--- src/core/bpl_pkg.sv ---
package bpl_pkg;
   // Clock and link rate
   localparam int CLK_HZ = 40_000_000;
   localparam int BIT_RATE_BPS = 1200;
   localparam int BIT_CYCLES = CLK_HZ / BIT_RATE_BPS;
   // Low times in sixteenths of a bit period
   localparam int SIXTEENTHS = 16;
   localparam int SYNC_LOW_16THS = 2;
   localparam int ZERO_LOW_16THS = 6;
   localparam int ONE_LOW_16THS = 12;
   localparam int SYNC_DEADLINE_16THS = 3;
   localparam int ZERO_DECIDE_16THS = 4;
   localparam int ONE_DECIDE_16THS = 9;
   localparam int SYNC_LOW_CYCLES = BIT_CYCLES * SYNC_LOW_16THS / SIXTEENTHS;
   localparam int ZERO_LOW_CYCLES = BIT_CYCLES * ZERO_LOW_16THS / SIXTEENTHS;
   localparam int ONE_LOW_CYCLES = BIT_CYCLES * ONE_LOW_16THS / SIXTEENTHS;
   localparam int SYNC_DEADLINE_CYCLES = BIT_CYCLES * SYNC_DEADLINE_16THS / SIXTEENTHS;
   localparam int ZERO_DECIDE_CYCLES =
      (BIT_CYCLES * ZERO_DECIDE_16THS + SIXTEENTHS - 1) / SIXTEENTHS;
   localparam int ONE_DECIDE_CYCLES =
      (BIT_CYCLES * ONE_DECIDE_16THS + SIXTEENTHS - 1) / SIXTEENTHS;
   // Frame layout
   localparam int PAUSE_SYNCS = 3;
   localparam int SLAVE_ADDR_W = 3;
   localparam int REG_ADDR_W = 4;
   localparam int REG_WRITE_BIT = 3;
   localparam int DATA_W = 8;
   localparam int HDR_W = 1 + SLAVE_ADDR_W + REG_ADDR_W;
   localparam int FRAME_BITS = HDR_W + 1 + DATA_W + 1 + 1;
   localparam int SLOTS = PAUSE_SYNCS + FRAME_BITS;
   localparam int FIRST_DATA_SLOT = PAUSE_SYNCS + HDR_W + 1;
   localparam int PARITY2_SLOT = FIRST_DATA_SLOT + DATA_W;
   localparam int ACK_SLOT = PARITY2_SLOT + 1;
   localparam int SLOT_W = 5;
   localparam logic DIR_MASTER = 1'b0;
   localparam logic ACK_GOOD = 1'b0;
   // Response word: write, ack_ok, parity_err, bit_err, data
   localparam int RSP_W = DATA_W + 4;
   localparam int RSP_DEPTH = 2;

   typedef enum logic [0:0] {BPL_IDLE, BPL_SLOT} bpl_state_t;
endpackage

--- src/core/bpl_master.sv ---
`timescale 1ns/100ps

////////////////////////////////////////////////////////////////////////////////
// Two-entry response buffer
module bpl_pair_buf #(
   parameter int WIDTH = 8,
   parameter int DEPTH = 2
) (
   // Clock and reset
   input wire logic clock_i,
   input wire logic rst_n_i,
   // Fill side
   input wire logic in_valid_i,
   output logic in_ready_o,
   input wire logic [WIDTH-1:0] in_data_i,
   // Drain side
   output logic out_valid_o,
   input wire logic out_ready_i,
   output logic [WIDTH-1:0] out_data_o
);
   localparam int PTR_W = (DEPTH > 1) ? $clog2(DEPTH) : 1;
   localparam int CNT_W = $clog2(DEPTH + 1);

   logic [WIDTH-1:0] mem [DEPTH];
   logic [PTR_W-1:0] wr_ptr;
   logic [PTR_W-1:0] rd_ptr;
   logic [CNT_W-1:0] count;
   wire push = in_valid_i && in_ready_o;
   wire pop = out_valid_o && out_ready_i;
   wire [PTR_W-1:0] wr_ptr_inc = (wr_ptr == PTR_W'(DEPTH - 1)) ? '0 : wr_ptr + 1'b1;
   wire [PTR_W-1:0] rd_ptr_inc = (rd_ptr == PTR_W'(DEPTH - 1)) ? '0 : rd_ptr + 1'b1;

   assign in_ready_o = (count != CNT_W'(DEPTH));
   assign out_valid_o = (count != '0);
   assign out_data_o = mem[rd_ptr];

   always_ff @(posedge clock_i or negedge rst_n_i) begin
      if (!rst_n_i) begin
         wr_ptr <= '0;
         rd_ptr <= '0;
         count <= '0;
      end else begin
         if (push) begin
            wr_ptr <= wr_ptr_inc;
         end
         if (pop) begin
            rd_ptr <= rd_ptr_inc;
         end
         if (push && !pop) begin
            count <= count + 1'b1;
         end else if (pop && !push) begin
            count <= count - 1'b1;
         end
      end
   end

   always_ff @(posedge clock_i or negedge rst_n_i) begin
      if (!rst_n_i) begin
         for (int i = 0; i < DEPTH; i++) begin
            mem[i] <= '0;
         end
      end else if (push) begin
         mem[wr_ptr] <= in_data_i;
      end
   end
endmodule

////////////////////////////////////////////////////////////////////////////////
// Bus master for the pulse-width-coded single-wire link
module bpl_master #(
   parameter int BIT_CYCLES = bpl_pkg::BIT_CYCLES,
   parameter int SYNC_LOW_CYCLES = bpl_pkg::SYNC_LOW_CYCLES,
   parameter int ZERO_LOW_CYCLES = bpl_pkg::ZERO_LOW_CYCLES,
   parameter int ONE_LOW_CYCLES = bpl_pkg::ONE_LOW_CYCLES,
   parameter int SYNC_DEADLINE_CYCLES = bpl_pkg::SYNC_DEADLINE_CYCLES,
   parameter int ZERO_DECIDE_CYCLES = bpl_pkg::ZERO_DECIDE_CYCLES,
   parameter int ONE_DECIDE_CYCLES = bpl_pkg::ONE_DECIDE_CYCLES,
   parameter int CNT_W = 16
) (
   // Clock and reset
   input wire logic clock_i,
   input wire logic rst_n_i,
   // Request
   input wire logic req_valid_i,
   output logic req_ready_o,
   input wire logic req_write_i,
   input wire logic [bpl_pkg::SLAVE_ADDR_W-1:0] req_slave_i,
   input wire logic [bpl_pkg::REG_ADDR_W-2:0] req_reg_i,
   input wire logic [bpl_pkg::DATA_W-1:0] req_data_i,
   // Response
   output logic rsp_valid_o,
   input wire logic rsp_ready_i,
   output logic rsp_write_o,
   output logic rsp_ack_ok_o,
   output logic rsp_parity_err_o,
   output logic rsp_bit_err_o,
   output logic [bpl_pkg::DATA_W-1:0] rsp_data_o,
   // Status
   output logic busy_o,
   // Open-drain line
   input wire logic line_i,
   output logic line_o,
   output logic line_oe_o
);
   logic rst_meta_n;
   logic rst_n;
   bpl_pkg::bpl_state_t state;
   logic [CNT_W-1:0] slot_cnt;
   logic [CNT_W-1:0] low_cnt;
   logic [bpl_pkg::SLOT_W-1:0] slot_idx;
   logic [bpl_pkg::FRAME_BITS-1:0] tx_frame;
   logic is_write;
   logic drive;
   logic late;
   logic [bpl_pkg::DATA_W-1:0] rx_data;
   logic parity_err;
   logic bit_err;
   logic ack_bit;
   logic buf_in_ready;

   ////////////////////////////////////////////////////////////////////////////
   // Reset release
   always_ff @(posedge clock_i or negedge rst_n_i) begin
      if (!rst_n_i) begin
         rst_meta_n <= 1'b0;
         rst_n <= 1'b0;
      end else begin
         rst_meta_n <= 1'b1;
         rst_n <= rst_meta_n;
      end
   end

   ////////////////////////////////////////////////////////////////////////////
   // Frame assembly and slot decode
   wire take = req_valid_i && req_ready_o;
   wire [bpl_pkg::REG_ADDR_W-1:0] reg_field = {req_write_i, req_reg_i};
   wire [bpl_pkg::HDR_W-1:0] hdr = {bpl_pkg::DIR_MASTER, req_slave_i, reg_field};
   wire hdr_parity = ^hdr;
   wire data_parity = ^req_data_i;
   wire [bpl_pkg::FRAME_BITS-1:0] next_frame =
      {hdr, hdr_parity, req_data_i, data_parity, 1'b0};

   wire in_pause = slot_idx < bpl_pkg::SLOT_W'(bpl_pkg::PAUSE_SYNCS);
   wire [bpl_pkg::SLOT_W-1:0] frame_pos = slot_idx - bpl_pkg::SLOT_W'(bpl_pkg::PAUSE_SYNCS);
   wire [bpl_pkg::SLOT_W-1:0] bit_sel =
      bpl_pkg::SLOT_W'(bpl_pkg::FRAME_BITS - 1) - frame_pos;
   wire tx_bit = tx_frame[bit_sel];
   wire ack_slot = slot_idx == bpl_pkg::SLOT_W'(bpl_pkg::ACK_SLOT);
   wire p2_slot = slot_idx == bpl_pkg::SLOT_W'(bpl_pkg::PARITY2_SLOT);
   wire read_tail = !is_write && slot_idx >= bpl_pkg::SLOT_W'(bpl_pkg::FIRST_DATA_SLOT);
   wire slave_slot = ack_slot || read_tail;

   // Slave bits are opened by a sync-length pull, own bits by code length
   wire [CNT_W-1:0] low_len =
      (in_pause || slave_slot) ? CNT_W'(SYNC_LOW_CYCLES) :
      tx_bit ? CNT_W'(ONE_LOW_CYCLES) : CNT_W'(ZERO_LOW_CYCLES);

   wire slot_end = (state == bpl_pkg::BPL_SLOT) && (slot_cnt == CNT_W'(BIT_CYCLES - 1));
   wire frame_end = slot_end && ack_slot;
   wire drive_end = (slot_cnt == low_len - 1'b1);

   // Bit decode from total low time in the slot
   wire rx_bit = low_cnt >= CNT_W'(ONE_DECIDE_CYCLES);
   wire rx_bad = late || (low_cnt < CNT_W'(ZERO_DECIDE_CYCLES));

   // No take while the internal reset is still held
   assign req_ready_o = rst_n && (state == bpl_pkg::BPL_IDLE) && buf_in_ready;
   assign busy_o = (state == bpl_pkg::BPL_SLOT);
   assign line_o = 1'b0;
   assign line_oe_o = drive;

   ////////////////////////////////////////////////////////////////////////////
   // Slot sequencer
   always_ff @(posedge clock_i or negedge rst_n) begin
      if (!rst_n) begin
         state <= bpl_pkg::BPL_IDLE;
         slot_cnt <= '0;
         slot_idx <= '0;
         drive <= 1'b0;
         tx_frame <= '0;
         is_write <= 1'b0;
      end else begin
         unique case (state)
            bpl_pkg::BPL_IDLE: begin
               if (take) begin
                  state <= bpl_pkg::BPL_SLOT;
                  slot_cnt <= '0;
                  slot_idx <= '0;
                  drive <= 1'b1;
                  tx_frame <= next_frame;
                  is_write <= req_write_i;
               end
            end
            bpl_pkg::BPL_SLOT: begin
               if (slot_end) begin
                  slot_cnt <= '0;
                  if (ack_slot) begin
                     state <= bpl_pkg::BPL_IDLE;
                     drive <= 1'b0;
                  end else begin
                     slot_idx <= slot_idx + 1'b1;
                     drive <= 1'b1;
                  end
               end else begin
                  slot_cnt <= slot_cnt + 1'b1;
                  if (drive_end) begin
                     drive <= 1'b0;
                  end
               end
            end
         endcase
      end
   end

   ////////////////////////////////////////////////////////////////////////////
   // Receive side
   always_ff @(posedge clock_i or negedge rst_n) begin
      if (!rst_n) begin
         low_cnt <= '0;
         late <= 1'b0;
         rx_data <= '0;
         parity_err <= 1'b0;
         bit_err <= 1'b0;
         ack_bit <= 1'b1;
      end else if (take) begin
         low_cnt <= '0;
         late <= 1'b0;
         rx_data <= req_data_i;
         parity_err <= 1'b0;
         bit_err <= 1'b0;
         ack_bit <= 1'b1;
      end else if (slot_end) begin
         low_cnt <= '0;
         late <= 1'b0;
         if (slave_slot) begin
            bit_err <= bit_err || rx_bad;
            if (ack_slot) begin
               ack_bit <= rx_bit;
            end else if (p2_slot) begin
               parity_err <= rx_bit != ^rx_data;
            end else begin
               rx_data <= {rx_data[bpl_pkg::DATA_W-2:0], rx_bit};
            end
         end
      end else if (state == bpl_pkg::BPL_SLOT) begin
         if (!line_i) begin
            low_cnt <= low_cnt + 1'b1;
         end
         // Slave must hold the line before the sync window closes
         if (slave_slot && line_i && slot_cnt == CNT_W'(SYNC_DEADLINE_CYCLES)) begin
            late <= 1'b1;
         end
      end
   end

   ////////////////////////////////////////////////////////////////////////////
   // Response buffer
   // Ack slot closes on the push edge, so its bit is taken live
   wire ack_now = ack_slot ? rx_bit : ack_bit;
   wire [bpl_pkg::RSP_W-1:0] rsp_word = {is_write, ack_now == bpl_pkg::ACK_GOOD,
      parity_err, bit_err || (ack_slot && rx_bad), rx_data};
   wire [bpl_pkg::RSP_W-1:0] rsp_out;

   bpl_pair_buf #(
      .WIDTH(bpl_pkg::RSP_W),
      .DEPTH(bpl_pkg::RSP_DEPTH)
   ) u_rsp_buf (
      .clock_i(clock_i),
      .rst_n_i(rst_n),
      .in_valid_i(frame_end),
      .in_ready_o(buf_in_ready),
      .in_data_i(rsp_word),
      .out_valid_o(rsp_valid_o),
      .out_ready_i(rsp_ready_i),
      .out_data_o(rsp_out)
   );

   assign rsp_write_o = rsp_out[bpl_pkg::RSP_W-1];
   assign rsp_ack_ok_o = rsp_out[bpl_pkg::RSP_W-2];
   assign rsp_parity_err_o = rsp_out[bpl_pkg::RSP_W-3];
   assign rsp_bit_err_o = rsp_out[bpl_pkg::RSP_W-4];
   assign rsp_data_o = rsp_out[bpl_pkg::DATA_W-1:0];
endmodule

--- config.mk ---
export PLATFORM = sky130hd
export DESIGN_NAME = bpl_master
export DESIGN_NICKNAME = d
export VERILOG_FILES = /design/src/core/bpl_pkg.sv /design/src/core/bpl_master.sv
export SDC_FILE = /design/constraint.sdc
export NUM_CORES = 1
export LEC_CHECK = 0
export ABC_AREA = 1
export BUFFER_PORTS_ARGS = -buffer_cell sky130_fd_sc_hd__buf_2
export CAP_MARGIN = 20
export CORE_UTILIZATION = 52
export DETAILED_ROUTE_END_ITERATION = 16
export HOLD_SLACK_MARGIN = 0.1
export PLACE_DENSITY = 0.7
export REMOVE_ABC_BUFFERS = 1
export SLEW_MARGIN = 20
export SYNTH_ARGS = -nofsm -noshare
export SYNTH_HDL_FRONTEND = slang
export SYNTH_SLANG_ARGS = --single-unit
--- constraint.sdc ---
create_clock -name clock_i -period 4.7 [get_ports clock_i]
set_input_delay 0.235 -clock clock_i [delete_from_list [all_inputs] [get_ports clock_i]]
set_output_delay 0.235 -clock clock_i [all_outputs]
set_load 0.005 [all_outputs]
* Word level (Yosys, flattened, before mapping)
Index checks and enable logic that the tools add are counted.
Operators by class: $add $sub $neg 10, order comparisons 8, equal/unequal tests 14, muxes and demuxes 54, bitwise gates (word level) 4, reductions and logical operators 40
Operators by type and width (count):
- 16-bit 2-to-1 mux | 6
- 12-bit 2-to-1 mux | 4
- 8-bit 2-to-1 mux | 5
- 16-bit by 1-bit adder with 16-bit output (second input constant) | 2
- 16-bit one-hot mux with 2 select lines | 1
- 15-bit 2-to-1 mux | 2
- 1-bit 2-to-1 mux | 25
- 24-bit bitwise mux | 1
- 8-bit parity | 3
- 16-bit by 13-bit == test with 1-bit output (second input constant) | 1
- 16-bit == test | 1
- 16-bit == test (second input constant) | 1
- 16-bit by 15-bit greater-or-equal comparator with 1-bit output (second input constant) | 1
- 16-bit by 14-bit less-than comparator with 1-bit output (second input constant) | 1
- 15-bit by 1-bit subtractor with 16-bit output (second input constant) | 1
- 5-bit 2-to-1 mux | 3
- 1-bit logical AND | 14
- 12-bit demux with 1-bit select | 1
- 5-bit == test (second input constant) | 2
- 2-bit != test (second input constant) | 5
- 5-bit one-hot mux with 2 select lines | 1
- 2-bit AND reduction | 5
- 2-bit nonzero test | 5
- 4-bit AND reduction | 2
- other kinds (23) | 37
Storage, ports and cells: register bits after elaboration 99, bits of input ports 20, output and inout port bits 17, logic and storage cells 149

* Longest topological paths before layout
depth after elaboration 11, depth in mapped cells 18, mapped depth without buffers 17

* By module
A second synthesis with hierarchy kept.
Second synthesis, totals: cell total of the unflattened synthesis 728, area, all modules 5713.0 µm²
Modules (own cells, without submodules):
- bpl_master | instances 1, cells an instance 555, area an instance 4207.8 µm², seq. area each 1752.9 µm²
- bpl_pair_buf | instances 1, cells an instance 173, area an instance 1505.2 µm², seq. area each 700.7 µm²

* Worst setup path after synthesis
OpenSTA, ideal clock, no wires.
kind flip-flop to flip-flop, from reg rst_n, to reg low_cnt[8], library setup time 0.118 ns, data arrival time 3.658 ns, required time 4.582 ns, slack 0.924 ns, stages on the path, launching flop included 16, path buffers 0, clock period less this slack 3.776 ns, cell sequence dfrtp_1 nand2_2 nor2_4 nand2_4 nand2_2 inv_2 nor2_4 inv_2 nand2_4 nand2_4 inv_2 nand2_2 nor2_4 nand2_1 nand2_1 nor2_1
On the way: cells in the longest elaborated chain, start to end 5, elaborated cells between the ends (all ways) 7, those cells by class 1 x eq/ne; 1 x mux; 5 x reduce/logical
RTL lines:
- start, declared | line bpl_master.sv:106 | logic rst_n;
- start signal, assigned | line bpl_master.sv:129 | rst_n <= rst_meta_n;
- 1-bit logical AND * (2 in series) | line bpl_master.sv:167 | assign req_ready_o = rst_n && (state == bpl_pkg::BPL_IDLE) && buf_in_ready;
- net req_ready_o | line bpl_master.sv:85 | output logic req_ready_o,
- 1-bit logical AND * | line bpl_master.sv:135 | wire take = req_valid_i && req_ready_o;
- 3-bit by 1-bit != test with 1-bit output (no source line) / 3-bit nonzero test (equally long branches)
- 2-bit AND reduction (no source line)
- end signal, assigned | line bpl_master.sv:247 | low_cnt <= low_cnt + 1'b1;
- end, declared | line bpl_master.sv:109 | logic [CNT_W-1:0] low_cnt;
The timed path passes the listed nets; every way through them passes the cells marked *. A chain may end at the register's enable or synchronous reset.

* Worst setup path in the final report
from reg rst_n, to reg low_cnt[5]
On the way: cells in the longest elaborated chain, start to end 5, elaborated cells between the ends (all ways) 7, those cells by class 1 x eq/ne; 1 x mux; 5 x reduce/logical
RTL lines (line):
- 1-bit logical AND * (2 in series) | bpl_master.sv:167
- 1-bit logical AND * | bpl_master.sv:135
- 3-bit by 1-bit != test with 1-bit output (no source line) / 3-bit nonzero test (equally long branches)
- 2-bit AND reduction (no source line)
Mark *: on every way between the ends. The rest lies on a longest branch, timed or not.

==> results.sh <==
export IMPL_status="completed"
export IMPL_whs_ns=0.110
export IMPL_yosys_warnings=0
export IMPL_peakVddDrop_uv=198
export IMPL_worst_slew_pin_slew_ns=0.694
export IMPL_routed_wl_mm=12.3
export IMPL_place_congestion=0.931
export IMPL_whs_path_depth=3
export IMPL_ctsHoldBuffers=7
export IMPL_arrival_ns=3.04
export IMPL_drt_iter0_drc=230
export IMPL_yosysSeqAreaShare_pct=44.0
export IMPL_grt_max_degree=55
export IMPL_grt_pass1_wl_mm=20.8
export IMPL_cts_made_buffers=9
export IMPL_synth_top_area_share_pct=43.5
export IMPL_ys_async_sr_fraction_pct=100
export IMPL_wl_per_cell_um=14.2
export IMPL_postCtsResizedCells=0
export IMPL_drive_gt1_share_pct=16.0
export IMPL_viasPerCell=5.33
export IMPL_path_clk_slew_ns=0.10
export IMPL_endpoint_kind="flop"
export IMPL_min_to="tx_frame[14]"
export IMPL_drtAntennaViolNets=0
export IMPL_pwr_density_cell_mw_per_mm2=288
export IMPL_fin_ws_ns=1.91
export IMPL_dieHeight_um=106
export IMPL_hold_class="in -> reg"
export IMPL_finalHoldViolCount=0
export IMPL_dpl_hpwl_mm=8.96
export IMPL_max_slew_margin_pct=53.7
export IMPL_critPathKind="reg -> reg"
export IMPL_p_total_uw=1750
export IMPL_start_kind="flop"
export IMPL_final_nets=753
export IMPL_synth_seq_cells=98
export IMPL_path_max_fanout=54
export IMPL_hold_start="req_write_i"
export IMPL_r2r_end="low_cnt[5]"
export IMPL_p_leak_uw=0.00295
export IMPL_syn_area_mm2=0.00558
export IMPL_detailedPlace_worstSlack_ns=1.88
export IMPL_reg2reg_slack_ns=1.91
export IMPL_portBuffers=35
export IMPL_cts_buffer_depth=2
export IMPL_r2r_cells=11
export IMPL_cts_root_buf="clkbuf_8"
export IMPL_multi_input_area_mm2=0.00265
export IMPL_syn2layout_area_growth_pct=8.97
export IMPL_startpoint="rst_n"
export IMPL_synth_edf_count=0
export IMPL_pin_count=37
export IMPL_synth_ff_type="dfrtp_1"
export IMPL_detailroute_via_count=4598
export IMPL_cts_htree_levels=3
export IMPL_nFillCells=937
export IMPL_fin_tns_setup_ns=0
export IMPL_final_min_clock_period_ns=2.79
export IMPL_synth_distinct_cells=47
export IMPL_cts_setup_buffers=0
export IMPL_drc_errors=0
export IMPL_yosys_area_top_type="dfrtp_1"
export IMPL_setup_violations=0
export IMPL_coreArea_mm2=0.0104
export IMPL_syn_inst=688
export IMPL_gr_total_overflow=0
export IMPL_dr_pass1_iters=6
export IMPL_reg2reg_from="rst_n"
export IMPL_cts_tree="yes"
export IMPL_grt_pass1_vias=4296
export IMPL_seq_area_mm2=0.00246
export IMPL_dieArea_mm2=0.0111
export IMPL_clkLatencyLatePin_ns=0.37
export IMPL_die_w_um=106
export IMPL_num_rows=37
export IMPL_rsz0062_at_grt="false"
export IMPL_cp_data_required_time_ns=4.95
export IMPL_cap_violations=0
export IMPL_antenna_cells=0
export IMPL_synth_area_leaders="dfrtp_1 (44%), nand2_1 (11%), inv_1 (5.2%)"
export IMPL_timing_fmax_mhz=358
export IMPL_clkSinkCount=98
export IMPL_antenna_found_initial=0
export IMPL_initial_core_util_pct=53.8
export IMPL_final_period_utilization_pct=59.4
export IMPL_grtUsageTotal_pct=23.6
export IMPL_skew_ns=0.00933
export IMPL_drv_slew=0
export IMPL_avgSynthCellArea_um2=8.11
-- registers in the layout (all words and copies together) (netlist names), 2 cells and up --
signal	cells
low_cnt	16
rx_data	8
slot_cnt	16
slot_idx	5
tx_frame	17
u_rsp_buf.count	2
u_rsp_buf.mem	24
-- critical path: stages, from the launching register on --
cell     delay (ns)
dfrtp_4        0.90
nand2_2        0.14
nor2_4         0.16
nand2_4        0.14
inv_2          0.44
nor2_4         0.20
nand2_4        0.21
nand2_2        0.07
nor2_2         0.12
nand2_1        0.08
xor2_1         0.13
nor2_1         0.05
-- worst max-delay path by stage --
stage,end,slack [ns],cells past startpoint
2_1_floorplan,low_cnt[8],0.66,13
3_3_place_gp,low_cnt[8],1.97,13
3_5_place_dp,low_cnt[5],1.88,11
4_1_cts,low_cnt[10],1.85,12
5_1_grt,low_cnt[8],1.53,13
6_report,low_cnt[5],1.91,11
-- power breakdown --
group | leakage (uW) | total (uW) | switching, uW | internal [uW]
logic | 0.00169 | 216 | 135 | 81.6
registers | 0.00115 | 954 | 67.1 | 887
clock network | 0.000110 | 583 | 305 | 278
-- cell usage in the layout, fill, tap and decap left out, types with 20 or more instances in the layout --
master and count:
xor2_1 20, inv_1 78, nor2_1 43, nand2_1 170, nand3_1 44, buf_2 35
o21ai_2 20, a21oi_1 24, dfrtp_1 96, o21ai_0 45
-- synth_stat cells (2+ instances only) --
cell type,count
nand2_1,170
nand2_4,3
dfrtp_1,97
nand2_2,6
nor2_2,2
nor4_2,2
inv_2,11
xor2_1,20
conb_1,2
buf_2,5
nor3_1,16
nand3_1,44
ha_1,12
buf_4,2
nand4_1,8
nor3_4,2
buf_6,6
nor2_4,9
nand3_2,2
o221ai_1,5
o21ai_2,20
o21ai_1,4
inv_1,78
a21oi_1,24
clkbuf_1,6
xnor2_1,16
o21ai_0,45
nor4_1,4
nor2_1,43
a31oi_1,3
o22ai_1,5
-- per-layer routing --
metal	global-route usage, %	share of wire, %	vias up
met2	36.1	44	130
met3	5.07	5.4	21
met4	8.13	2.1	0
met1	33.2	48	2172
li1	-	-	2275
met5	0	0	-
-- logic make-up after synthesis --
kind of cell | share of synthesized area [%]
AO/OA/AOI/OAI | 12.2
other | 0.135
buffers and inverters | 8.57
adder cells (fa/ha/maj) | 2.69
flip-flops | 44.0
XOR/XNOR | 5.65
AND/OR/NAND/NOR | 26.7
-- metrics by stage --
step / utilization (%) / instances / area (um2)
global placement: 55.9 / 839 / 5800
detailed placement: 55.9 / 839 / 5800
CTS: 58.6 / 862 / 6080
finish: 58.6 / 862 / 6080
global route: 58.6 / 862 / 6080
floorplan: - / 667 / 5440
-- cell type report --
class	instances	share of cell area, %
Multi-Input combinational cell	479	43.5
Sequential cell	98	40.4
Inverter	90	5.58
Timing Repair Buffer	43	4.16
Tap cell	136	2.80
Clock buffer	11	2.49
Clock inverter	5	1.01
Note: power is estimated with default switching activity, not from simulation.
